===== config.mk =====
export PLATFORM = sky130hd
export DESIGN_NAME = ssra_register_bank
export DESIGN_NICKNAME = d
export VERILOG_FILES = /design/src/ssra_register_bank.v /design/src/ssra_frame_shifter.v
export VERILOG_INCLUDE_DIRS = /design/src
export SDC_FILE = /design/constraint.sdc
export NUM_CORES = 1
export LEC_CHECK = 0
export BUFFER_PORTS_ARGS = -buffer_cell sky130_fd_sc_hd__buf_4
export CAP_MARGIN = 20
export CORE_AREA = 4 4 105 107
export DETAILED_ROUTE_END_ITERATION = 12
export DIE_AREA = 0 0 109 111
export PLACE_DENSITY = 0.78
export RECOVER_POWER = 25
export SYNTH_ARGS = -nofsm -noshare
export SYNTH_HDL_FRONTEND = slang
export SYNTH_SLANG_ARGS = --single-unit

===== constraint.sdc =====
create_clock -name core_clk_in -period 2.77 [get_ports core_clk_in]
set_input_delay 0.277 -clock core_clk_in [delete_from_list [all_inputs] [get_ports core_clk_in]]
set_output_delay 0.277 -clock core_clk_in [all_outputs]
set_load 0.05 [all_outputs]

===== src/ssra_consts.vh =====
// Purpose: constants for the serial status and register access block
// Assumes: 7-bit register addresses, byte-wide registers
// Notes:   included by ssra_frame_shifter.v and ssra_register_bank.v
`ifndef SSRA_CONSTS_VH
`define SSRA_CONSTS_VH

// ------------------------------------------------------------
// frame layout
// ------------------------------------------------------------
`define SSRA_FRAME_BITS      5'h10
`define SSRA_ADDR_BITS       5'h08
`define SSRA_MODE_BIT        3'h7

// ------------------------------------------------------------
// register addresses
// ------------------------------------------------------------
`define SSRA_A_MODE_SUPPLY   7'h01
`define SSRA_A_SUP_TWO       7'h40
`define SSRA_A_SUP_ONE       7'h41
`define SSRA_A_THERMAL       7'h42
`define SSRA_A_DEVICE        7'h43
`define SSRA_A_BUS_ONE       7'h44
`define SSRA_A_BUS_TWO       7'h45
`define SSRA_A_WAKE_ONE      7'h46
`define SSRA_A_WAKE_TWO      7'h47
`define SSRA_A_WAKE_LVL      7'h48
`define SSRA_A_HS_OC_OT      7'h54
`define SSRA_A_HS_OL         7'h55
`define SSRA_A_SELECTIVE_WAKE_STATUS      7'h70
`define SSRA_A_SWK_ECNT      7'h71
`define SSRA_A_CDR_AVG       7'h72
`define SSRA_A_FAM_PROD      7'h7e

// ------------------------------------------------------------
// implemented-bit masks (zero bits are reserved)
// ------------------------------------------------------------
`define SSRA_M_SUP_TWO       8'h5f
`define SSRA_M_SUP_ONE       8'hff
`define SSRA_M_THERMAL       8'h07
`define SSRA_M_DEVICE        8'hcf
`define SSRA_M_BUS_ONE       8'h7f
`define SSRA_M_BUS_TWO       8'h07
`define SSRA_M_WAKE_ONE      8'h77
`define SSRA_M_WAKE_TWO      8'h30
`define SSRA_M_WAKE_LVL      8'hf7
`define SSRA_M_HS_OC_OT      8'h0f
`define SSRA_M_HS_OL         8'h0f
`define SSRA_M_SELECTIVE_WAKE_STATUS      8'h4f
`define SSRA_M_SWK_ECNT      8'h3f
`define SSRA_M_CDR_AVG       8'hff

// ------------------------------------------------------------
// reset, restart, hardware-load and first-byte values
// ------------------------------------------------------------
`define SSRA_RST_SUP_ONE     8'h80
`define SSRA_RST_STATUS      8'h00
`define SSRA_RST_MODE_SUPPLY 8'h00
`define SSRA_RSTRT_MODE_SUP  8'h00
`define SSRA_KEEP_MODE_SUP   8'h23
`define SSRA_HW_MODE_SUP     8'hfc
`define SSRA_FIRST_BYTE      8'h00

`endif


===== src/ssra_register_bank.v =====
// Purpose: status bank and mode/supply control register behind the serial port
// Assumes: event, level and control inputs come from core clock logic
// Notes:   clearable flags are cleared by any write frame to their address
`include "ssra_consts.vh"

module ssra_register_bank #(
  parameter [7:0] FAM_PROD_ID = 8'h5a  // arbitrary identification value
) (
  // clock and reset
  input  wire       core_clk_in,
  input  wire       rstn_in,
  // serial pins
  input  wire       spi_csn_in,
  input  wire       spi_sck_in,
  input  wire       spi_si_in,
  output wire       spi_so_out,
  output wire       spi_so_oe_out,
  // device state controls
  input  wire       soft_reset_in,
  input  wire       restart_in,
  input  wire       hw_mode_load_in,
  input  wire [7:0] hw_mode_value_in,
  // clearable status events, one byte per register
  input  wire [7:0] ev_supply_two_in,
  input  wire [7:0] ev_supply_one_in,
  input  wire [7:0] ev_thermal_in,
  input  wire [7:0] ev_device_in,
  input  wire [7:0] ev_bus_one_in,
  input  wire [7:0] ev_bus_two_in,
  input  wire [7:0] ev_wake_one_in,
  input  wire [7:0] ev_wake_two_in,
  input  wire [7:0] ev_hs_oc_ot_in,
  input  wire [7:0] ev_hs_ol_in,
  // live read-only values
  input  wire [7:0] wake_input_levels_in,
  input  wire [7:0] selective_wake_status_in,
  input  wire [7:0] selective_wake_error_count_in,
  input  wire [7:0] clock_recovery_average_in,
  // control outputs
  output reg  [7:0] mode_supply_control_out,
  output reg        write_seen_out
);

  localparam NUM_RC = 10;

  // ------------------------------------------------------------
  // decode helpers
  // ------------------------------------------------------------
  // index of a clearable register, 4'hf when the address is not one
  function [3:0] rc_index;
    input [6:0] a;
    begin
      case (a)
        `SSRA_A_SUP_TWO:  rc_index = 4'h0;
        `SSRA_A_SUP_ONE:  rc_index = 4'h1;
        `SSRA_A_THERMAL:  rc_index = 4'h2;
        `SSRA_A_DEVICE:   rc_index = 4'h3;
        `SSRA_A_BUS_ONE:  rc_index = 4'h4;
        `SSRA_A_BUS_TWO:  rc_index = 4'h5;
        `SSRA_A_WAKE_ONE: rc_index = 4'h6;
        `SSRA_A_WAKE_TWO: rc_index = 4'h7;
        `SSRA_A_HS_OC_OT: rc_index = 4'h8;
        `SSRA_A_HS_OL:    rc_index = 4'h9;
        default:          rc_index = 4'hf;
      endcase
    end
  endfunction

  function [7:0] rc_mask;
    input [3:0] i;
    begin
      case (i)
        4'h0:    rc_mask = `SSRA_M_SUP_TWO;
        4'h1:    rc_mask = `SSRA_M_SUP_ONE;
        4'h2:    rc_mask = `SSRA_M_THERMAL;
        4'h3:    rc_mask = `SSRA_M_DEVICE;
        4'h4:    rc_mask = `SSRA_M_BUS_ONE;
        4'h5:    rc_mask = `SSRA_M_BUS_TWO;
        4'h6:    rc_mask = `SSRA_M_WAKE_ONE;
        4'h7:    rc_mask = `SSRA_M_WAKE_TWO;
        4'h8:    rc_mask = `SSRA_M_HS_OC_OT;
        4'h9:    rc_mask = `SSRA_M_HS_OL;
        default: rc_mask = 8'h00;
      endcase
    end
  endfunction

  function [7:0] rc_reset;
    input [3:0] i;
    begin
      if (i == 4'h1)
        rc_reset = `SSRA_RST_SUP_ONE;
      else
        rc_reset = `SSRA_RST_STATUS;
    end
  endfunction

  // ------------------------------------------------------------
  // frame shifter
  // ------------------------------------------------------------
  wire       addr_req;
  wire [6:0] addr;
  wire       frame_done;
  wire       frame_wr;
  wire [7:0] frame_data;
  reg  [7:0] rd_data;

  ssra_frame_shifter u_shifter (
    .core_clk_in    (core_clk_in),
    .rstn_in        (rstn_in),
    .spi_csn_in     (spi_csn_in),
    .spi_sck_in     (spi_sck_in),
    .spi_si_in      (spi_si_in),
    .spi_so_out     (spi_so_out),
    .spi_so_oe_out  (spi_so_oe_out),
    .addr_req_out   (addr_req),
    .addr_out       (addr),
    .rd_data_in     (rd_data),
    .frame_done_out (frame_done),
    .frame_wr_out   (frame_wr),
    .frame_data_out (frame_data)
  );

  // ------------------------------------------------------------
  // event gathering
  // ------------------------------------------------------------
  wire [7:0] events [0:NUM_RC-1];

  assign events[0] = ev_supply_two_in;
  assign events[1] = ev_supply_one_in;
  assign events[2] = ev_thermal_in;
  assign events[3] = ev_device_in;
  assign events[4] = ev_bus_one_in;
  assign events[5] = ev_bus_two_in;
  assign events[6] = ev_wake_one_in;
  assign events[7] = ev_wake_two_in;
  assign events[8] = ev_hs_oc_ot_in;
  assign events[9] = ev_hs_ol_in;

  // write decode; read frames never touch state
  wire       write_frame = frame_done & frame_wr;
  wire [3:0] wr_index    = rc_index(addr);
  wire       wr_ctrl     = write_frame && addr == `SSRA_A_MODE_SUPPLY;

  // ------------------------------------------------------------
  // clearable status registers
  // ------------------------------------------------------------
  reg [7:0] rc_reg [0:NUM_RC-1];
  integer   k;

  always @(posedge core_clk_in or negedge rstn_in)
  begin
    if (!rstn_in)
    begin
      for (k = 0; k < NUM_RC; k = k + 1)
        rc_reg[k] <= rc_reset(k[3:0]);
    end
    else if (soft_reset_in)
    begin
      for (k = 0; k < NUM_RC; k = k + 1)
        rc_reg[k] <= rc_reset(k[3:0]);
    end
    else
    begin
      // a new event in the clearing cycle survives the clear
      for (k = 0; k < NUM_RC; k = k + 1)
      begin
        if (write_frame && wr_index == k[3:0])
          rc_reg[k] <= events[k] & rc_mask(k[3:0]);
        else
          rc_reg[k] <= rc_reg[k] | (events[k] & rc_mask(k[3:0]));
      end
    end
  end

  // ------------------------------------------------------------
  // mode and supply control register
  // ------------------------------------------------------------
  // host writes first, hardware update on top of its own bits only
  reg [7:0] next_ctrl;

  always @*
  begin
    next_ctrl = mode_supply_control_out;
    if (wr_ctrl)
      next_ctrl = frame_data;
    if (hw_mode_load_in)
      next_ctrl = (next_ctrl & ~`SSRA_HW_MODE_SUP) |
                  (hw_mode_value_in & `SSRA_HW_MODE_SUP);
    if (restart_in)
      next_ctrl = (mode_supply_control_out & `SSRA_KEEP_MODE_SUP) |
                  (`SSRA_RSTRT_MODE_SUP & ~`SSRA_KEEP_MODE_SUP);
  end

  always @(posedge core_clk_in or negedge rstn_in)
  begin
    if (!rstn_in)
      mode_supply_control_out <= `SSRA_RST_MODE_SUPPLY;
    else if (soft_reset_in)
      mode_supply_control_out <= `SSRA_RST_MODE_SUPPLY;
    else
      mode_supply_control_out <= next_ctrl;
  end

  // pulses once per accepted write frame to any address
  always @(posedge core_clk_in or negedge rstn_in)
  begin
    if (!rstn_in)
      write_seen_out <= 1'b0;
    else
      write_seen_out <= write_frame;
  end

  // ------------------------------------------------------------
  // read mux
  // ------------------------------------------------------------
  // sampled when the address byte completes, before any write of this
  // frame lands, so a write frame returns the old contents
  reg [3:0] rd_index;

  always @*
  begin
    rd_index = rc_index(addr);
    rd_data  = 8'h00;
    if (rd_index != 4'hf)
      rd_data = rc_reg[rd_index] & rc_mask(rd_index);
    else
    begin
      case (addr)
        `SSRA_A_MODE_SUPPLY: rd_data = mode_supply_control_out;
        `SSRA_A_WAKE_LVL:    rd_data = wake_input_levels_in & `SSRA_M_WAKE_LVL;
        `SSRA_A_SELECTIVE_WAKE_STATUS:    rd_data = selective_wake_status_in & `SSRA_M_SELECTIVE_WAKE_STATUS;
        `SSRA_A_SWK_ECNT:    rd_data = selective_wake_error_count_in & `SSRA_M_SWK_ECNT;
        `SSRA_A_CDR_AVG:     rd_data = clock_recovery_average_in & `SSRA_M_CDR_AVG;
        `SSRA_A_FAM_PROD:    rd_data = FAM_PROD_ID;
        default:             rd_data = 8'h00;
      endcase
    end
  end

endmodule // ssra_register_bank


===== src/ssra_frame_shifter.v =====
// Purpose: oversampling serial slave that cuts 16-bit access frames
// Assumes: serial clock idles low, input taken on falling edge, lsb first;
//          each serial clock half period spans at least four core clocks
// Notes:   frames that are not exactly 16 bits long are dropped
`include "ssra_consts.vh"

module ssra_frame_shifter (
  // clock and reset
  input  wire       core_clk_in,
  input  wire       rstn_in,
  // serial pins
  input  wire       spi_csn_in,
  input  wire       spi_sck_in,
  input  wire       spi_si_in,
  output reg        spi_so_out,
  output wire       spi_so_oe_out,
  // register side
  output reg        addr_req_out,
  output reg  [6:0] addr_out,
  input  wire [7:0] rd_data_in,
  output reg        frame_done_out,
  output reg        frame_wr_out,
  output reg  [7:0] frame_data_out
);

  // ------------------------------------------------------------
  // pin synchronisers
  // ------------------------------------------------------------
  reg  [2:0]  csn_sync;
  reg  [2:0]  sck_sync;
  reg  [1:0]  si_sync;
  reg  [15:0] rx_shift;
  reg  [7:0]  tx_shift;
  reg  [4:0]  bit_cnt;
  reg         overrun;

  wire csn_fall = csn_sync[2] & ~csn_sync[1];
  wire csn_rise = ~csn_sync[2] & csn_sync[1];
  wire sck_fall = sck_sync[2] & ~sck_sync[1];
  wire sck_rise = ~sck_sync[2] & sck_sync[1];
  wire active   = ~csn_sync[1];
  wire [15:0] next_rx = {si_sync[1], rx_shift[15:1]};

  // bit 0 goes out at select, the rest shift out from the second rising edge
  localparam [7:0] FIRST_BYTE = `SSRA_FIRST_BYTE;

  assign spi_so_oe_out = active;

  always @(posedge core_clk_in or negedge rstn_in)
  begin
    if (!rstn_in)
    begin
      csn_sync <= 3'h7;
      sck_sync <= 3'h0;
      si_sync  <= 2'h0;
    end
    else
    begin
      csn_sync <= {csn_sync[1:0], spi_csn_in};
      sck_sync <= {sck_sync[1:0], spi_sck_in};
      si_sync  <= {si_sync[0], spi_si_in};
    end
  end

  // ------------------------------------------------------------
  // frame shifting
  // ------------------------------------------------------------
  always @(posedge core_clk_in or negedge rstn_in)
  begin
    if (!rstn_in)
    begin
      rx_shift       <= 16'h0000;
      tx_shift       <= 8'h00;
      bit_cnt        <= 5'h00;
      overrun        <= 1'b0;
      spi_so_out     <= 1'b0;
      addr_req_out   <= 1'b0;
      addr_out       <= 7'h00;
      frame_done_out <= 1'b0;
      frame_wr_out   <= 1'b0;
      frame_data_out <= 8'h00;
    end
    else
    begin
      addr_req_out   <= 1'b0;
      frame_done_out <= 1'b0;
      if (csn_fall)
      begin
        bit_cnt    <= 5'h00;
        overrun    <= 1'b0;
        tx_shift   <= {1'b0, FIRST_BYTE[7:1]};
        spi_so_out <= FIRST_BYTE[0];
      end
      else if (active && sck_fall)
      begin
        rx_shift <= next_rx;
        if (bit_cnt == `SSRA_FRAME_BITS)
          overrun <= 1'b1;
        else
          bit_cnt <= bit_cnt + 5'h01;
        // address known after the first byte, data byte follows
        if (bit_cnt == `SSRA_ADDR_BITS - 5'h01)
        begin
          addr_req_out <= 1'b1;
          addr_out     <= next_rx[14:8];
        end
      end
      else if (active && sck_rise && bit_cnt != 5'h00)
      begin
        if (bit_cnt == `SSRA_ADDR_BITS)
        begin
          spi_so_out <= rd_data_in[0];
          tx_shift   <= {1'b0, rd_data_in[7:1]};
        end
        else
        begin
          spi_so_out <= tx_shift[0];
          tx_shift   <= {1'b0, tx_shift[7:1]};
        end
      end
      // a frame counts only if exactly 16 bits arrived
      if (csn_rise && bit_cnt == `SSRA_FRAME_BITS && !overrun)
      begin
        frame_done_out <= 1'b1;
        frame_wr_out   <= rx_shift[`SSRA_MODE_BIT];
        frame_data_out <= rx_shift[15:8];
      end
    end
  end

endmodule // ssra_frame_shifter


==> flow_metrics.py, run 1 <==
metrics = {
    "timing": {
        "maxSlewViolCount": 0,
        "fin_skew_ps": 6.28,
        "relSlewSlack": 0.0854,
        "tns_ps": 0,
        "report.final.hold_viol_count": 0,
        "rsz0062_at_grt": "false",
        "setup_viol": 0,
        "tightest_slew_ps": 1370,
        "finalCritPeriodShare": 0.880,
        "fin_crit_ps": 2440,
        "max_freq_ghz": 0.410,
    },
    "layout": {
        "multiInputGateArea_sq_mm": 0.00237,
        "nets": 768,
        "largest_reg_flops": 49,
        "final_common_cell": "buf_4",
        "fin_util": 0.627,
        "nFillCells": 846,
        "final_area_sq_mm": 0.00636,
        "antenna_cells": 0,
        "syn2layout_area_growth_pct": 22.2,
        "fin_cells": 779,
        "drive_gt1_frac": 0.252,
        "final_cell_mix": "buf_4 (110), dfrtp_1 (102), nor2_1 (81), a21oi_1 (58), nand2_1 (50)",
        "seq_area_sq_mm": 0.00266,
    },
    "clock_network": {
        "ctsResizeCount": 0,
        "cts_sinks": 106,
        "hold_buffers": 1,
        "cts_root_buf": "clkbuf_8",
        "cts_buffers": 9,
        "cts_max_level": 3,
        "cts_buffer_depth": 2,
        "cts_setup_buffers": 0,
        "clock_latency_ps": 360,
        "tritoncts": "built",
        "clkTransAtPathRegs_ps": 100,
    },
    "yosys": {
        "ys_types": 68,
        "synth.area.mux_share": 0.0719,
        "yosys_most_used_dff": "dfrtp_1",
        "netlist_area_sq_mm": 0.00520,
        "yosysTopAreaCell": "dfrtp_1",
        "synth_edf_count": 0,
        "synthAdderAreaFrac": 0.00481,
        "yosysWarnings": 0,
        "yosys.area_share.simple": 0.197,
        "ys_ff_latch": 106,
        "async_flop_share": 1.00,
        "synth_top_family_by_area": "simple AND/OR/NAND/NOR gates",
        "yosysTopAreaCellShare": 0.490,
        "syn_nets": 665,
        "yosysSeqAreaShare": 0.511,
        "avgSynthCellArea_sq_um": 9.73,
        "synth.area.top_cells": "dfrtp_1 (49%), nor2_1 (5.8%), a21oi_1 (5.6%), mux2_2 (4.1%), nand2_1 (3.6%)",
        "synthXorXnorAreaFrac": 0.00673,
        "netlist_instances": 535,
        "synth_compound_area_frac": 0.176,
    },
    "critical_path": {
        "critical-path-max-stage-delay_ps": 640,
        "rr_worst_depth": 5,
        "worstPathMaxFanout": 13,
        "crit_arrival_ps": 2690,
        "cp-end-kind": "register",
        "critical_path.cell_chain": "or3b_1, nor3_2, mux2i_1, o221ai_1, a22o_1",
        "start_kind": "register",
        "critical_path_class": "reg2reg",
        "crit_required_ps": 3020,
        "cp_slowest_cell": "or3b_1",
    },
    "die": {
        "core_area_sq_mm": 0.0101,
        "die_w_um": 109,
        "fp.dieArea_sq_mm": 0.0121,
        "rows": 37,
        "ioPinCount": 139,
        "start_util": 0.513,
        "fp.dieH_um": 111,
    },
    "grt": {
        "grt_max_degree": 58,
        "gr-total-overflow": 0,
        "antenna_found_initial": 0,
        "track_usage": 0.244,
        "first_global_vias": 4322,
        "grt_pass1_wl_mm": 23.0,
    },
    "power": {
        "powerDensity_mw_per_mm2": 468,
        "vdd_drop_max_v": 0.000271,
        "leakagePower_nw": 2.93,
    },
    "place": {
        "dp_cells": 760,
        "dp_hpwl_mm": 10.8,
        "portBuffers": 99,
        "gp_congestion": 0.994,
        "placed_cell_area_sq_mm": 0.00614,
    },
    "route": {
        "wirelength_mm": 14.4,
        "vias_per_cell": 5.87,
        "vias": 4570,
        "drc_errors": 0,
        "drtIter0Drc": 412,
        "drtPass1Iterations": 5,
        "final_antenna_net_count": 0,
        "wl_per_cell_um": 18.4,
    },
    "hold_path": {
        "hold_path_class": "in2reg",
        "min_delay_path_depth": 1,
    },
    "run_status": {
        "outcome": "completed",
    },
    "flow_run": {
        "drv_cap": 0,
    },
}
## report_power, final
part	internal (W)	switching [W]
sequential	0.00163	0.0000704
clock	0.000417	0.000532
combinational	0.000168	0.000158
## critical path: cells and delay by family (launching register included)
kind	cells	cell delay (ps)
multiplexers	1	330
flip-flops	1	540
AO/OA/AOI/OAI	2	430
AND/OR/NAND/NOR	2	1020
## per-layer routing
layer / vias up / global-route usage / part of all wire / wire [um]
li1: 2129 / - / - / -
met5: - / 0 / 0 / 0
met4: 0 / 0.0715 / 0.016 / 236
met3: 22 / 0.0361 / 0.081 / 1160
met1: 2209 / 0.370 / 0.43 / 6230
met2: 210 / 0.361 / 0.47 / 6740
## worst paths after layout
check	start	to	slack, ps
worst max-delay path	u_shifter.addr_out[3]	u_shifter.tx_shift[6]	330
min in group asynchronous	rstn_in	mode_supply_control_out[6]	770
worst max register to register	u_shifter.addr_out[3]	u_shifter.tx_shift[6]	330
worst min-delay path	spi_si_in	u_shifter.si_sync[0]	40
worst min register to register	u_shifter.sck_sync[0]	u_shifter.sck_sync[1]	360
max in group asynchronous	rstn_in	rc_reg[71]	1040
## area by class of cell
type / instances / area share
sequential: 106 / 0.418
inverter: 17 / 0.0100
timing repair buffer: 118 / 0.142
multi-input combinational: 386 / 0.373
clock inverter: 7 / 0.0108
tap: 136 / 0.0268
clock buffer: 9 / 0.0195
## synthesized netlist by cell type (2+ instances only)
library cell	number
dfrtp_1	102
nor2_1	81
a21oi_1	58
nand2_1	50
mux2_2	19
inv_1	16
mux2i_1	16
nand3_1	16
clkbuf_1	15
o21ai_0	13
nor3_1	10
nor2b_1	9
or3_1	8
a2111oi_0	7
buf_2	7
nand2b_1	7
nand4_1	7
a22oi_1	6
o31ai_1	5
a211o_1	4
a2bb2oi_1	4
dfstp_2	4
o22ai_1	4
a221o_1	3
a221oi_1	3
a31oi_1	3
buf_1	3
o211ai_1	3
xor2_1	3
a22o_1	2
a41o_1	2
and3_1	2
ha_1	2
nor4b_1	2
nor4bb_1	2
o2111ai_1	2
o211a_1	2
o221ai_1	2
o2bb2ai_1	2
## cell families (layout without fill, tap and decap cells)
family	after synthesis	in the layout
AO/OA/AOI/OAI	135	135
XOR/XNOR	4	4
adder cells (fa/ha/maj)	2	2
buffers and inverters	43	151
flip-flops	106	106
multiplexers	35	35
AND/OR/NAND/NOR	210	210
## metrics by stage
| step | worst slack [ps] | hold slack (ps) | total power [W] |
|---|---|---|---|
| 2_1_floorplan | 794 | -18.6 | 0.00186 |
| 3_3_place_gp | 452 | 333 | 0.00204 |
| 3_5_place_dp | 356 | 336 | 0.00206 |
| 4_1_cts | 353 | 4.07 | 0.00299 |
| 5_1_grt | 167 | 26.0 | 0.00310 |
| 6_report | 333 | 37.1 | 0.00298 |
Power figures use the tool's default switching activity.
==> run 2: changes to the inputs <==
Settings changed: CORE_AREA 4 4 105 107 to 4 4 101 103, DIE_AREA 0 0 109 111 to 0 0 105 107, PLACE_DENSITY 0.78 to 0.84.
Clock period 2.77 ns to 3.04 ns, I/O delays scaled along.
==> run 2 against run 1 <==
  * The flow now finishes with violations (max-capacitance violations, max-slew violations)
  * Non-clock buffer count is 10 lower
  * Worst setup slack better by 110 ps
  * Worst hold slack worse by 5.2 ps
  * Count of clock-buffer cells in the layout stayed put
  * Final area is 1.9% lower
  * Sequential share of layout area is 0.81 points higher
  * Global-route usage is 1.7 points higher
  * Core utilization is 5.1 points higher
  * Wire length is 1.4% higher
  * Register-to-register slack better by 110 ps
  * Critical path depth is 1 higher
  * Sequential cell count stayed put
==> flow_metrics.py, run 2 (same netlist as run 1, synthesis figures left out) <==
metrics = {
    "critical_path": {
        "worstPathMaxFanout": 22,
        "cp_top_family": "compound AO/OA/AOI/OAI gates",
        "start_kind": "register",
        "cp.depth": 6,
        "regToRegSetupSlack_ps": 440,
        "path_buf_inv": 1,
        "cp-end-kind": "register",
        "rr_worst_depth": 6,
        "r2r-end": "u_shifter.tx_shift[1]",
        "crit_arrival_ps": 2860,
        "r2r_start": "u_shifter.addr_out[4]",
        "startpoint": "u_shifter.addr_out[4]",
        "critical_path_class": "reg2reg",
        "critical_path.cell_chain": "nor4b_2, a32oi_1, nor2b_1, a2111oi_0, buf_4, o31ai_1",
        "cp_slowest_cell": "dfrtp_1",
        "critPathCapture": "u_shifter.tx_shift[1]",
        "crit_required_ps": 3300,
        "critical-path-max-stage-delay_ps": 840,
    },
    "power": {
        "vdd_drop_max_v": 0.000304,
        "powerDensity_mw_per_mm2": 432,
        "switching_share": 0.275,
        "p_switching_w": 0.000742,
        "p_int_w": 0.00195,
        "pwr-share-clk": 0.313,
        "p_total_w": 0.00270,
        "power_frac_seq": 0.578,
        "pwr-share-comb": 0.109,
        "leakagePower_nw": 2.88,
    },
    "place": {
        "dp_hpwl_mm": 10.9,
        "gp_congestion": 0.943,
        "portBuffers": 99,
        "placed_cell_area_sq_mm": 0.00606,
    },
    "timing": {
        "report.final.hold_viol_count": 0,
        "setup_viol": 0,
        "relSlewSlack": -0.0310,
        "finalCritPeriodShare": 0.856,
        "tns_ps": 0,
        "max_freq_ghz": 0.384,
        "maxSlewViolCount": 62,
        "fin_skew_ps": 20.1,
        "tightest_slew_ps": 1550,
        "fin_crit_ps": 2600,
        "rsz0062_at_grt": "false",
    },
    "clock_network": {
        "ctsResizeCount": 0,
        "cts_setup_buffers": 0,
        "hold_buffers": 0,
        "cts_max_level": 3,
        "clock_latency_ps": 380,
        "clkTransAtPathRegs_ps": 110,
        "cts_buffer_depth": 2,
        "cts_root_buf": "clkbuf_8",
        "tritoncts": "built",
        "cts_sinks": 106,
        "cts_buffers": 9,
    },
    "grt": {
        "grt_pass1_wl_mm": 23.4,
        "grt_max_degree": 63,
        "antenna_found_initial": 0,
        "first_global_vias": 4557,
        "track_usage": 0.261,
        "gr-total-overflow": 0,
    },
    "layout": {
        "nets": 758,
        "multiInputGateArea_sq_mm": 0.00237,
        "syn2layout_area_growth_pct": 19.9,
        "fin_util": 0.679,
        "final_area_sq_mm": 0.00624,
        "antenna_cells": 0,
        "drive_gt1_frac": 0.246,
        "largest_reg_flops": 49,
        "final_cell_mix": "buf_4 (103), dfrtp_1 (102), nor2_1 (81), a21oi_1 (58), nand2_1 (50)",
        "final_common_cell": "buf_4",
        "seq_area_sq_mm": 0.00266,
        "nFillCells": 760,
    },
    "flow_run": {
        "drv_cap": 1,
    },
    "die": {
        "rows": 35,
        "core_area_sq_mm": 0.00920,
        "fp.dieH_um": 107,
        "fp.dieArea_sq_mm": 0.0112,
        "ioPinCount": 139,
        "die_w_um": 105,
        "start_util": 0.566,
    },
    "route": {
        "final_antenna_net_count": 0,
        "drtPass1Iterations": 5,
        "drc_errors": 0,
        "vias_per_cell": 6.11,
        "wirelength_mm": 14.6,
        "vias": 4548,
        "wl_per_cell_um": 19.6,
        "drtIter0Drc": 534,
    },
    "hold_path": {
        "hold_path_class": "in2reg",
    },
    "run_status": {
        "outcome": "finished, violations left",
        "violations": "max-capacitance violations, max-slew violations",
    },
}
## run 2: per-stage QoR
stage	hold WS, ps	setup WS, ps	std cells
after global routing	26.0	380	744
after floorplan	8.41	1060	535
after global placement	334	600	728
after CTS	25.7	513	744
after detailed placement	336	540	728
final	32.0	438	744
## run 2: layer usage
metal,share of wire,vias to the layer above,GRT usage
li1,-,2120,-
met5,0,-,0
met2,0.49,166,0.419
met1,0.42,2233,0.370
met4,0.018,0,0.0675
met3,0.071,29,0.0458
## run 2: power by group through the flow
stage               Combinational (W)  Sequential, W  Clock, W
detailed placement           0.000296        0.00158         0
floorplan                    0.000129        0.00157         0
CTS                          0.000297        0.00156  0.000848
finish                       0.000294        0.00156  0.000845
global placement             0.000286        0.00158         0
global route                 0.000326        0.00157  0.000907
## run 2: worst min path at each step
| stage | cells after the start | startpoint | to |
|---|---|---|---|
| global placement | 0 | u_shifter.sck_sync[0] | u_shifter.sck_sync[1] |
| detailed placement | 0 | u_shifter.sck_sync[0] | u_shifter.sck_sync[1] |
| global route | 1 | spi_csn_in | u_shifter.csn_sync[0] |
| CTS | 1 | spi_si_in | u_shifter.si_sync[0] |
| floorplan | 0 | rstn_in | mode_supply_control_out[0] |
| finish | 1 | spi_csn_in | u_shifter.csn_sync[0] |
## run 2: cell type report
cell class / instances / area share
Multi-Input combinational cell: 386 / 0.380
Timing Repair Buffer: 108 / 0.132
Tap cell: 111 / 0.0223
Sequential cell: 106 / 0.426
Clock inverter: 7 / 0.00983
Inverter: 17 / 0.0102
Clock buffer: 9 / 0.0199
## run 2: worst reg2reg max path, delay by kind of cell, from the launching register on
family,cells,cell delay (ps)
flops,1,840
buf+inv,1,230
simple gates,2,210
compound gates,3,1220
